===== config.mk =====
export PLATFORM = sky130hd
export DESIGN_NAME = nbh_host
export DESIGN_NICKNAME = d
export VERILOG_FILES = /design/src/design/nbh_pkg.sv /design/src/design/nbh_fifo.sv /design/src/design/nbh_host.sv
export SDC_FILE = /design/constraint.sdc
export NUM_CORES = 1
export LEC_CHECK = 0
export ABC_AREA = 1
export BUFFER_PORTS_ARGS = -buffer_cell sky130_fd_sc_hd__buf_2
export CAP_MARGIN = 20
export CORE_ASPECT_RATIO = 0.7
export CORE_UTILIZATION = 45
export DETAILED_ROUTE_END_ITERATION = 7
export MAX_ROUTING_LAYER = met4
export PLACE_DENSITY = 0.73
export SETUP_SLACK_MARGIN = 0.02
export SYNTH_ARGS = -nofsm -noshare
export SYNTH_HDL_FRONTEND = slang
export SYNTH_SLANG_ARGS = --single-unit
export TNS_END_PERCENT = 100

===== constraint.sdc =====
create_clock -name I_SYS_CLK -period 2.2 [get_ports I_SYS_CLK]
set_clock_uncertainty 0.1 [all_clocks]
set_input_delay 0.22 -clock I_SYS_CLK [delete_from_list [all_inputs] [get_ports I_SYS_CLK]]
set_output_delay 0.22 -clock I_SYS_CLK [all_outputs]
set_load 0.1 [all_outputs]

===== src/design/nbh_pkg.sv =====
// Package for the NAND asynchronous bus host controller
package nbh_pkg;
   // Request kinds from the user side
   typedef enum logic [2:0] {
      NBH_OP_CMD = 3'h0,
      NBH_OP_ADDR = 3'h1,
      NBH_OP_WRITE = 3'h2,
      NBH_OP_READ = 3'h3,
      NBH_OP_ROWADDR = 3'h4
   } nbh_op_t;

   // One user request
   typedef struct packed {
      nbh_op_t op;
      logic [7:0] data;
      logic slc;
      logic [14:0] column;
      logic [8:0] page;
      logic [11:0] block;
      logic [2:0] lun;
   } nbh_req_t;

   // Timing: strobe low and high phases of the 20 ns write/read cycle
   localparam int NBH_CLK_NS = 10;
   localparam int NBH_T_LOW_NS = 10;
   localparam int NBH_T_HIGH_NS = 10;
   localparam int NBH_LOW_CYC = (NBH_T_LOW_NS + NBH_CLK_NS - 1) / NBH_CLK_NS;
   localparam int NBH_HIGH_CYC = (NBH_T_HIGH_NS + NBH_CLK_NS - 1) / NBH_CLK_NS;
   localparam logic [3:0] NBH_LOW_CNT = 4'(NBH_LOW_CYC);
   localparam logic [3:0] NBH_HIGH_CNT = 4'(NBH_HIGH_CYC);

   // Address space limits
   localparam logic [14:0] NBH_COL_LIMIT = 15'h48a0;
   localparam logic [11:0] NBH_BLK_LIMIT = 12'h890;
   localparam int NBH_ADDR_CYCLES = 5;

   // Status read commands accepted by a busy die
   localparam logic [7:0] NBH_CMD_STATUS = 8'h70;
   localparam logic [7:0] NBH_CMD_STATUS_ENH = 8'h78;
   localparam logic [7:0] NBH_CMD_STATUS_FIX = 8'h71;

   // Reset value of the strobes and default FIFO depth
   localparam logic NBH_STROBE_IDLE = 1'b1;
   localparam int NBH_FIFO_DEPTH = 16;
endpackage : nbh_pkg


===== src/design/nbh_fifo.sv =====
// Synchronous FIFO with valid/ready on both sides
`timescale 1ns/1ps
module nbh_fifo #(
   parameter int WIDTH = 8,
   parameter int DEPTH = 16
) (
   input wire logic I_SYS_CLK,
   input wire logic I_RST,
   input wire logic i_in_valid,
   output logic o_in_ready,
   input wire logic [WIDTH-1:0] i_in_data,
   output logic o_out_valid,
   input wire logic i_out_ready,
   output logic [WIDTH-1:0] o_out_data
);
   localparam int AW = $clog2(DEPTH);
   logic [WIDTH-1:0] mem_q [DEPTH];
   logic [AW:0] wr_q;
   logic [AW:0] rd_q;
   logic full;
   logic empty;

   // Pointer compare gives honest full and empty
   assign empty = (wr_q == rd_q);
   assign full = (wr_q[AW-1:0] == rd_q[AW-1:0]) && (wr_q[AW] != rd_q[AW]);
   assign o_in_ready = !full;
   assign o_out_valid = !empty;
   assign o_out_data = mem_q[rd_q[AW-1:0]];

   // Write side
   always_ff @(posedge I_SYS_CLK) begin
      if (I_RST) begin
         wr_q <= '0;
      end else if (i_in_valid && !full) begin
         mem_q[wr_q[AW-1:0]] <= i_in_data;
         wr_q <= wr_q + 1'b1;
      end
   end

   // Read side
   always_ff @(posedge I_SYS_CLK) begin
      if (I_RST) begin
         rd_q <= '0;
      end else if (i_out_ready && !empty) begin
         rd_q <= rd_q + 1'b1;
      end
   end
endmodule : nbh_fifo


===== src/design/nbh_host.sv =====
// Host controller driving the NAND asynchronous multiplexed bus
`timescale 1ns/1ps
module nbh_host
   import nbh_pkg::*;
#(
   parameter int FIFO_DEPTH = 16,
   parameter int NUM_TARGETS = 2
) (
   input wire logic I_SYS_CLK,
   input wire logic I_RST,
   input wire logic i_req_valid,
   output logic o_req_ready,
   input wire nbh_pkg::nbh_req_t i_req,
   input wire logic [$clog2(NUM_TARGETS)-1:0] i_target,
   input wire logic i_wp_allow,
   output logic o_rd_valid,
   input wire logic i_rd_ready,
   output logic [7:0] o_rd_data,
   output logic o_addr_err,
   output logic o_busy,
   output logic [NUM_TARGETS-1:0] O_CE_N,
   output logic O_CLE,
   output logic O_ALE,
   output logic O_WE_N,
   output logic O_RE_N,
   output logic O_WP_N,
   input wire logic [7:0] I_DQ,
   output logic [7:0] O_DQ,
   output logic O_DQ_OE,
   input wire logic I_RB_N
);
   import nbh_pkg::*;

   typedef enum logic [4:0] {
      S_IDLE = 5'h01,
      S_SETUP = 5'h02,
      S_LOW = 5'h04,
      S_HIGH = 5'h08,
      S_WAIT = 5'h10
   } nbh_state_t;

   nbh_state_t state_q;
   nbh_op_t op_q;
   logic [7:0] dq_q;
   logic [2:0] cyc_q;
   logic [2:0] ncyc_q;
   logic [39:0] row_q;
   logic [3:0] cnt_q;
   logic [7:0] rd_byte_q;
   logic rd_push_q;
   logic fifo_ready;
   logic req_ok;
   logic [39:0] pack_w;

   // Pack column and row into five address bytes for MLC or SLC
   function automatic logic [39:0] nbh_pack(input nbh_req_t r);
      logic [39:0] b;
      b = '0;
      b[7:0] = r.column[7:0];
      b[15:8] = {1'b0, r.column[14:8]};
      b[23:16] = r.page[7:0];
      if (!r.slc) begin
         b[31:24] = {r.block[6:0], r.page[8]};
         b[39:32] = {r.lun, 5'(r.block[11:7])};
      end else begin
         b[31:24] = {r.block[6:0], 1'b0};
         b[39:32] = {r.lun, 5'(r.block[11:7])};
      end
      return b;
   endfunction : nbh_pack

   // Range check on column and block index within a LUN
   function automatic logic nbh_in_range(input nbh_req_t r);
      return (r.column < NBH_COL_LIMIT) && (r.block < NBH_BLK_LIMIT);
   endfunction : nbh_in_range

   // Address bytes of the request now on the port
   assign pack_w = nbh_pack(i_req);
   assign req_ok = (i_req.op == NBH_OP_ROWADDR) ? nbh_in_range(i_req) : 1'b1;
   assign o_req_ready = (state_q == S_IDLE) && fifo_ready;
   assign o_busy = !I_RB_N;

   // Sequencer: one strobe cycle per request, five for a full address
   always_ff @(posedge I_SYS_CLK) begin
      if (I_RST) begin
         state_q <= S_IDLE;
         op_q <= NBH_OP_CMD;
         dq_q <= 8'h00;
         cyc_q <= 3'h0;
         ncyc_q <= 3'h0;
         row_q <= '0;
         cnt_q <= 4'h0;
      end else begin
         case (state_q)
            S_IDLE: begin
               if (i_req_valid && o_req_ready && req_ok) begin
                  op_q <= (i_req.op == NBH_OP_ROWADDR) ? NBH_OP_ADDR : i_req.op;
                  row_q <= pack_w;
                  dq_q <= (i_req.op == NBH_OP_ROWADDR) ? pack_w[7:0] : i_req.data;
                  ncyc_q <= (i_req.op == NBH_OP_ROWADDR) ? 3'(NBH_ADDR_CYCLES - 1) : 3'h0;
                  cyc_q <= 3'h0;
                  cnt_q <= NBH_LOW_CNT;
                  state_q <= S_SETUP;
               end
            end
            S_SETUP: begin
               state_q <= S_LOW;
            end
            S_LOW: begin
               if (cnt_q <= 4'h1) begin
                  cnt_q <= NBH_HIGH_CNT;
                  state_q <= S_HIGH;
               end else begin
                  cnt_q <= cnt_q - 4'h1;
               end
            end
            S_HIGH: begin
               if (cnt_q <= 4'h1) begin
                  if (cyc_q < ncyc_q) begin
                     cyc_q <= cyc_q + 3'h1;
                     dq_q <= row_q[8*(cyc_q+3'h1) +: 8];
                     cnt_q <= NBH_LOW_CNT;
                     state_q <= S_LOW;
                  end else begin
                     state_q <= S_WAIT;
                  end
               end else begin
                  cnt_q <= cnt_q - 4'h1;
               end
            end
            S_WAIT: begin
               state_q <= S_IDLE;
            end
            default: begin
               state_q <= S_IDLE;
            end
         endcase
      end
   end

   // Pins: strobes idle high; CLE/ALE per op; only selected target enabled
   always_ff @(posedge I_SYS_CLK) begin
      if (I_RST) begin
         O_CE_N <= '1;
         O_CLE <= 1'b0;
         O_ALE <= 1'b0;
         O_WE_N <= NBH_STROBE_IDLE;
         O_RE_N <= NBH_STROBE_IDLE;
         O_DQ <= 8'h00;
         O_DQ_OE <= 1'b0;
         O_WP_N <= 1'b0;
      end else begin
         O_WP_N <= i_wp_allow;
         O_DQ <= dq_q;
         if (state_q == S_IDLE && i_req_valid && o_req_ready && req_ok) begin
            O_CE_N <= ~(NUM_TARGETS'(1) << i_target);
         end else if (state_q == S_IDLE) begin
            O_CE_N <= '1;
         end
         O_CLE <= (state_q != S_IDLE) && (op_q == NBH_OP_CMD);
         O_ALE <= (state_q != S_IDLE) && (op_q == NBH_OP_ADDR);
         O_DQ_OE <= (state_q != S_IDLE) && (op_q != NBH_OP_READ);
         O_WE_N <= !((state_q == S_LOW) && (op_q != NBH_OP_READ));
         O_RE_N <= !((state_q == S_LOW) && (op_q == NBH_OP_READ));
      end
   end

   // Capture read byte at the end of the RE low phase; flag range errors
   always_ff @(posedge I_SYS_CLK) begin
      if (I_RST) begin
         rd_byte_q <= 8'h00;
         rd_push_q <= 1'b0;
         o_addr_err <= 1'b0;
      end else begin
         rd_push_q <= (state_q == S_HIGH) && (op_q == NBH_OP_READ) && (cnt_q == NBH_HIGH_CNT);
         // Sample at the edge that raises RE, while the target still drives its byte
         if (state_q == S_HIGH && op_q == NBH_OP_READ && cnt_q == NBH_HIGH_CNT) begin
            rd_byte_q <= I_DQ;
         end
         o_addr_err <= (state_q == S_IDLE) && i_req_valid && o_req_ready && !req_ok;
      end
   end

   // Read data buffer; reads are held back while it is full
   nbh_fifo #(
      .WIDTH(8),
      .DEPTH(FIFO_DEPTH)
   ) u_fifo (
      .I_SYS_CLK(I_SYS_CLK),
      .I_RST(I_RST),
      .i_in_valid(rd_push_q),
      .o_in_ready(fifo_ready),
      .i_in_data(rd_byte_q),
      .o_out_valid(o_rd_valid),
      .i_out_ready(i_rd_ready),
      .o_out_data(o_rd_data)
   );

   // Command cycle keeps ALE low, RE high and a target enabled while WE is low with CLE high
   a_cmd_levels: assert property (@(posedge I_SYS_CLK) disable iff (I_RST)
      !O_WE_N && O_CLE |-> !O_ALE && O_RE_N && !(&O_CE_N)) else $error("bad command levels");
   a_addr_levels: assert property (@(posedge I_SYS_CLK) disable iff (I_RST)
      !O_WE_N && O_ALE |-> !O_CLE && O_RE_N && !(&O_CE_N)) else $error("bad address levels");
   a_strobe_excl: assert property (@(posedge I_SYS_CLK) disable iff (I_RST)
      !(!O_WE_N && !O_RE_N)) else $error("both strobes low");
   a_read_levels: assert property (@(posedge I_SYS_CLK) disable iff (I_RST)
      !O_RE_N |-> !O_CLE && !O_ALE && !O_DQ_OE) else $error("bad read levels");
   a_col_top_low: assert property (@(posedge I_SYS_CLK) disable iff (I_RST)
      (state_q == S_LOW && op_q == NBH_OP_ADDR && ncyc_q != 3'h0 && cyc_q == 3'h1) |-> !dq_q[7])
      else $error("column top bit high");
   a_idle_disable: assert property (@(posedge I_SYS_CLK) disable iff (I_RST)
      state_q == S_WAIT ##1 !(i_req_valid && o_req_ready && req_ok) |=> (&O_CE_N))
      else $error("target left enabled");
   a_one_target: assert property (@(posedge I_SYS_CLK) disable iff (I_RST)
      $onehot0(~O_CE_N)) else $error("two targets enabled");
   a_range_err: assert property (@(posedge I_SYS_CLK) disable iff (I_RST)
      (state_q == S_IDLE && i_req_valid && o_req_ready && !req_ok) |=> o_addr_err && state_q == S_IDLE)
      else $error("range error not flagged");
endmodule : nbh_host


==> results.py, run 1 <==
metrics = {
    "outcome": {
        "status": "complete, but fails checks",
        "violations": "setup timing",
    },
    "final_layout": {
        "post-route-cell-area_sq_um": 11970,
        "num_antenna_cells": 0,
        "nNetsFinal": 1180,
        "drive_gt1_share_pct": 21.48,
        "layout_commonest_cell": "edfxtp_1",
        "final_cell_mix": "128 x edfxtp_1, 122 x nor2_1, 94 x nand2_1",
        "areaGrowthSynthToFinish_pct": 28.40,
    },
    "yosys": {
        "netlist-cell-type-count": 34,
        "seq_area_frac_synth_pct": 61.65,
        "synth_fp_nets": 1014,
        "synth_area_per_cell_sq_um": 9.914,
        "synth_warnings": 0,
        "netlist_area_sq_um": 9319,
        "ys_ff_latch": 223,
        "synthCells": 940,
    },
    "critical_path": {
        "end_kind": "output port",
        "worstPathCellList": "buf_8 -> clkbuf_16 -> mux2i_1 -> o211ai_1 -> o211ai_1 -> nand2_2 -> buf_12",
        "startpoint_type": "flip-flop",
        "arrival_ns": 2.10,
        "crit_path_max_fanout": 18,
        "critPathSlowestCell": "dfxtp_4",
        "critPathTopFamily": "buffers and inverters",
        "r2r_cells": 11,
        "path_depth": 7,
        "cp_num_buf_inv": 3,
        "critPathKind": "flip-flop to output port",
        "required_ns": 1.88,
        "cp_slowest_stage_delay_ns": 0.38,
        "crit_path_frequent_cell": "o211ai_1",
    },
    "placement": {
        "pre_cts_ws_ns": 0.1581,
        "dp_hpwl_microns": 14900,
        "numPortBuffers": 93,
        "gp_congestion": 0.9274,
        "placed_cell_area_sq_um": 10400,
    },
    "clocking": {
        "clk_path_buf_depth": 3,
        "clock_latency_ns": 0.50,
        "numCtsBuffers": 22,
        "htree_levels": 1,
        "cts.sinks": 223,
        "root_buffer": "clkbuf_16",
        "cts_tree": "built",
        "path_clk_slew_ns": 0.06,
    },
    "global_route": {
        "antenna_found_initial": 0,
        "grt_usage_pct": 22.03,
        "grt_first_pass_wirelength_microns": 35650,
        "globalRouteOverflowTotal": 0,
        "grt_start_max_net_pins": 57,
        "grt_pass1_vias": 6758,
    },
    "timing": {
        "period_needed_ns": 2.424,
        "fmax_mhz": 412.6,
        "relSlewSlack_pct": 48.84,
        "setup_ws_ns": -0.2237,
        "timing.hold.ws_ns": 0.1580,
        "period_share_pct": 110.2,
        "finalHoldViolations": 0,
        "rsz0062_at_grt": "yes",
        "final-max-slew-violation-count": 0,
        "setup_viol": 8,
        "worst_pin_slew_ns": 0.7664,
    },
    "floorplan": {
        "coreArea_sq_um": 20070,
        "std_cell_rows": 43,
        "initial_core_util_pct": 46.44,
        "fp.dieH_microns": 122.4,
        "die_area_sq_um": 21300,
        "ios": 94,
        "die_w_microns": 174,
    },
    "detailed_routing": {
        "final_antenna_net_count": 0,
        "drt_iter0_drc": 702,
        "routedWlPerCell_microns": 16.80,
        "vias": 7375,
        "route.detailed.drc": 0,
        "wl_microns": 23380,
        "viasPerCell": 5.298,
        "first_pass_iters": 5,
    },
    "worst_hold_path": {
        "whs_path_depth": 7,
        "hp-class": "primary input to flip-flop",
    },
    "power_and_ir_drop": {
        "p_comb_share_pct": 28.5,
        "clkPwrFrac_pct": 31.2,
        "p_switching_mw": 4.168,
        "sw_frac_of_total_pct": 33.52,
        "p_int_mw": 8.265,
        "power_density_nw_per_um2": 1039,
        "pwr-share-seq_pct": 40.3,
        "p_leak_nw": 4.627,
        "ir_worst_vdd_mv": 0.8587,
    },
    "job": {
        "maxCapViolCount": 0,
    },
}
==> area by class of cell <==
| class | count | area, sq um |
|---|---|---|
| clock inverter | 12 | 116.4 |
| inverter | 91 | 342.8 |
| timing repair buffer | 191 | 1625 |
| tap | 270 | 337.8 |
| sequential | 223 | 5761 |
| multi-input combinational | 577 | 3137 |
| clock buffer | 28 | 645.6 |
| fill | 1561 | 8103 |
==> synth_stat cells, drive strengths merged <==
cell,number,area [sq um]
a21oi,87,439.2
a31oi,8,50.05
buf,14,100.1
clkbuf,35,131.4
clkinv,3,11.26
dfxtp,95,1902
edfxtp,128,3844
ha,8,100.1
inv,88,330.3
mux2i,32,320.3
nand2,106,415.4
nand3,39,195.2
nand3b,4,30.03
nand4,4,25.02
nor2,126,483.0
nor3,14,81.33
nor3b,1,7.510
nor4,3,18.77
o211ai,34,255.2
o21a,3,22.52
o21ai,101,505.5
or2,4,25.03
xnor2,1,8.760
xor2,2,17.52
==> routing by layer <==
metal,global-route usage [%],part of all wire (%),vias to the layer above
li1,-,-,3581
met4,5.318,1.8,0
met3,3.377,8.9,43
met1,31.88,46,3453
met5,-,0,-
met2,32.50,44,298
==> power by group through the flow <==
stage | sequential (mW) | clock (mW) | combinational, mW
floorplan | 5.43 | 0 | 2.16
global placement | 5.08 | 0 | 3.16
detailed placement | 5.09 | 0 | 3.21
CTS | 5.00 | 3.92 | 3.34
global route | 5.05 | 4.07 | 3.86
finish | 5.01 | 3.88 | 3.54
==> registers in the layout, summed over array words and instances (netlist names), 2 cells and up, named ones only <==
name and flops:
u_fifo.wr_q 5, cyc_q 3, O_CE_N 2, rd_byte_q 8, op_q 3, u_fifo.mem_q 128
u_fifo.rd_q 5, row_q 31, O_DQ 8, cnt_q 4, state_q 5, dq_q 8
==> stage by stage <==
| stage | power, mW | util [%] | setup TNS, ns | cells |
|---|---|---|---|---|
| detailed placement | 8.299 | 51.81 | 0 | 1295 |
| global route | 12.98 | 59.62 | -1.747 | 1392 |
| finish | 12.43 | 59.62 | -1.195 | 1392 |
| CTS | 12.26 | 58.29 | -0.6802 | 1385 |
| global placement | 8.239 | 51.81 | 0 | 1295 |
| floorplan | 7.587 | - | -0.6535 | 940 |
==> worst paths after layout <==
path | start | slack [ns] | endpoint
max | flip-flop | -0.22 | o_rd_data[2]
min | i_req[42] | 0.16 | dq_q[2]$_SDFFE_PP0P_
max reg2reg | u_fifo.rd_q[2]$_SDFFE_PP0P_ | 0.22 | row_q[27]$_SDFFE_PP0P_
min reg2reg | dq_q[3]$_SDFFE_PP0P_ | 0.32 | O_DQ[3]$_SDFF_PP0_
==> worst reg2reg max path: stages (launching register included) <==
cell,delay [ns]
dfxtp_1,0.37
inv_1,0.09
nand2_1,0.06
nand2_1,0.05
nor2_1,0.17
nand3_1,0.14
nand2_2,0.12
nor2_4,0.05
nand2_4,0.18
buf_4,0.31
o21ai_0,0.15
nor2_1,0.13
==> cell families after synthesis <==
kind of cell | synth area share [%]
and+or+nand+nor | 13.75
AOI/OAI and AO/OA | 13.65
DFF | 61.65
buffers and inverters | 6.149
muxes | 3.437
adders and majority gates | 1.074
xor gates and xnor gates | 0.2820
==> what timing repair did <==
item	in CTS	in global routing
hold endpoints to repair	53	0
setup buffers	1	3
hold buffers	49	0
resized for setup	14	60
pin swaps	3	29
endpoints found under the setup margin	9	46
cloned	0	4
No activity file was read; power rests on OpenSTA's default activity.
==> run 2: changes to the inputs <==
--- a/config.mk
+++ b/config.mk
@@ -5,7 +5,6 @@
 export SDC_FILE = /design/constraint.sdc
 export NUM_CORES = 1
 export LEC_CHECK = 0
-export ABC_AREA = 1
 export BUFFER_PORTS_ARGS = -buffer_cell sky130_fd_sc_hd__buf_2
 export CAP_MARGIN = 20
 export CORE_ASPECT_RATIO = 0.7
==> results.py, run 2 <==
metrics = {
    "outcome": {
        "status": "complete, but fails checks",
        "violations": "setup timing",
    },
    "yosys": {
        "netlist_area_sq_um": 9191,
        "netlist.area_leader.share_pct": 41.82,
        "synth_fp_nets": 742,
        "synth_warnings": 0,
        "synthCells": 668,
        "ys.flop_type": "edfxtp_1",
        "async_reset_ff_share_pct": 0,
        "muxShareOfSynthArea_pct": 13.93,
        "synth_top_family_by_area": "multiplexers",
        "synth_compound_area_share_pct": 9.161,
        "synth_edf_count": 128,
        "synth_most_common_cell": "edfxtp_1",
        "synth_top_cell_by_area": "edfxtp_1",
        "synth_xor_area_share_pct": 1.239,
        "synth_area_per_cell_sq_um": 13.76,
        "synth.area.top_cells": "edfxtp_1 42%, dfxtp_1 21%, mux4_2 12%, o21ai_0 3.0%, a21oi_1 2.3%",
        "synth_fa_ha_area_share_pct": 1.089,
        "netlist-cell-type-count": 53,
        "synth_commonest_cells": "128 x edfxtp_1, 95 x dfxtp_1, 55 x o21ai_0",
        "ys_ff_latch": 223,
        "synthSimpleGateAreaFrac_pct": 9.080,
        "seq_area_frac_synth_pct": 62.51,
    },
    "global_route": {
        "grt_usage_pct": 22.49,
        "grt_start_max_net_pins": 54,
        "grt_first_pass_wirelength_microns": 35050,
        "grt_pass1_vias": 6144,
        "antenna_found_initial": 0,
        "globalRouteOverflowTotal": 0,
    },
    "final_layout": {
        "largest_register_ff_count": 128,
        "drive_gt1_share_pct": 31.15,
        "final_cell_mix": "128 x edfxtp_1, 85 x dfxtp_1, 83 x buf_2",
        "n_fill_cell": 1526,
        "final_util_pct": 58.57,
        "areaGrowthSynthToFinish_pct": 26.84,
        "num_antenna_cells": 0,
        "layout_commonest_cell": "edfxtp_1",
        "nNetsFinal": 912,
    },
    "worst_hold_path": {
        "hp-class": "primary input to flip-flop",
    },
    "detailed_routing": {
        "final_antenna_net_count": 0,
        "viasPerCell": 5.697,
        "wl_microns": 22670,
        "drt_iter0_drc": 594,
        "vias": 6403,
        "first_pass_iters": 5,
        "routedWlPerCell_microns": 20.17,
        "route.detailed.drc": 0,
    },
    "power_and_ir_drop": {
        "p_leak_nw": 3.964,
        "sw_frac_of_total_pct": 25.08,
        "clkPwrFrac_pct": 38.9,
        "p_int_mw": 6.833,
        "p_switching_mw": 2.287,
        "p_comb_share_pct": 11.3,
        "fin_total_pwr_mw": 9.120,
        "ir_worst_vdd_mv": 0.5046,
        "pwr-share-seq_pct": 49.8,
        "power_density_nw_per_um2": 782.3,
    },
    "placement": {
        "numPortBuffers": 93,
        "gp_congestion": 0.8301,
        "dp_hpwl_microns": 14290,
    },
    "timing": {
        "relSlewSlack_pct": 58.64,
        "rsz0062_at_grt": "yes",
        "period_needed_ns": 2.681,
        "period_share_pct": 121.8,
        "worst_pin_slew_ns": 0.6195,
        "fmax_mhz": 373.1,
        "setup_ws_ns": -0.4806,
        "setup_viol": 8,
        "finalHoldViolations": 0,
        "final-max-slew-violation-count": 0,
    },
    "clocking": {
        "numCtsBuffers": 22,
        "htree_levels": 1,
        "clock_latency_ns": 0.53,
        "root_buffer": "clkbuf_16",
        "cts.sinks": 223,
        "cts_tree": "built",
        "clk_path_buf_depth": 3,
        "path_clk_slew_ns": 0.07,
    },
    "floorplan": {
        "die_w_microns": 172.8,
        "die_area_sq_um": 21010,
        "fp.dieH_microns": 121.6,
        "std_cell_rows": 43,
        "initial_core_util_pct": 46.17,
        "ios": 94,
        "coreArea_sq_um": 19910,
    },
    "critical_path": {
        "r2r_setup_slack_ns": 0.14,
        "critPathKind": "flip-flop to output port",
        "required_ns": 1.88,
        "crit_path_max_fanout": 6,
        "end_kind": "output port",
        "arrival_ns": 2.36,
        "startpoint_type": "flip-flop",
    },
    "job": {
        "maxCapViolCount": 0,
    },
}
run 2: cell types whose count changed in the layout (fill, tap and decap cells not counted), sizes merged, moves of 11 or more:
cell    change
mux2i      -20
nand2      -82
o21ai      -46
a21oi      -43
nand2b     +11
nor2       -95
mux4       +47
inv        -81
buf        +12
run 2: worst max-delay path, stage by stage (launching register included):
cell	delay (ns)
dfxtp_4	0.43
buf_6	0.17
mux4_2	0.51
mux4_2	0.51
buf_6	0.20
run 2: final timing paths:
kind	from	end	cells past startpoint
worst min register to register	op_q[0]$_SDFFE_PP0P_	O_CLE$_SDFF_PP0_	1
worst max-delay path	flip-flop	o_rd_data[0]	4
worst max register to register	u_fifo.rd_q[2]$_SDFFE_PP0P_	u_fifo.mem_q[10][3]$_DFFE_PP_	7
worst min-delay path	i_req[44]	dq_q[4]$_SDFFE_PP0P_	4
run 2: logic make-up (layout without fill, tap and decap cells):
logic type      after synthesis  in the layout
simple gates                156            156
compound gates              141            141
mux                          68             68
flops                       223            223
buf+inv                      59            245
xor+xnor                     13             13
fa+ha+maj                     8              8
run 2: stage by stage:
stage,hold WS (ns),setup TNS [ns],worst slack (ns),area (sq um),instances
after detailed placement,0.3359,-0.1248,-0.03320,10250,1029
final,0.06536,-3.740,-0.4806,11660,1124
after floorplan,0.2482,-4.488,-0.1008,9281,668
after global placement,0.3237,-0.01114,-0.01114,10250,1029
after global routing,0.08517,-4.229,-0.5427,11660,1124
after CTS,0.04970,-3.916,-0.5097,11560,1122
run 2: area by class of cell:
type	count	area, sq um	area share, %
repair buffers	197	1549	13.29
clock inverters	9	80.08	0.6868
multi-input cells	386	3286	28.18
clock buffers	31	605.6	5.194
flip-flops and latches	223	5771	49.50
well taps	270	337.8	2.898
inverters	8	30.03	0.2576
run 2: routing by layer:
metal	up-vias	global-route usage (%)	share of wire, %
li1	2901	-	-
met1	3163	33.54	46
met2	292	32.31	43
met3	47	3.340	8.5
met4	0	5.531	2.5
met5	-	-	0
run 2: power groups by stage:
stage	clock network (mW)	registers [mW]	logic [mW]
global route	3.75	4.55	1.09
CTS	3.61	4.54	0.999
floorplan	0	4.77	0.474
detailed placement	0	4.63	0.900
global placement	0	4.63	0.887
finish	3.55	4.54	1.03
run 2: timing repair:
item                                    CTS  global route
hold endpoints to repair                 50             0
endpoints found under the setup margin   10            55
gates cloned                              1             0
resized for setup                        35            17
pin swaps                                 1             3
buffers inserted                          5             2
hold buffers                             47             0
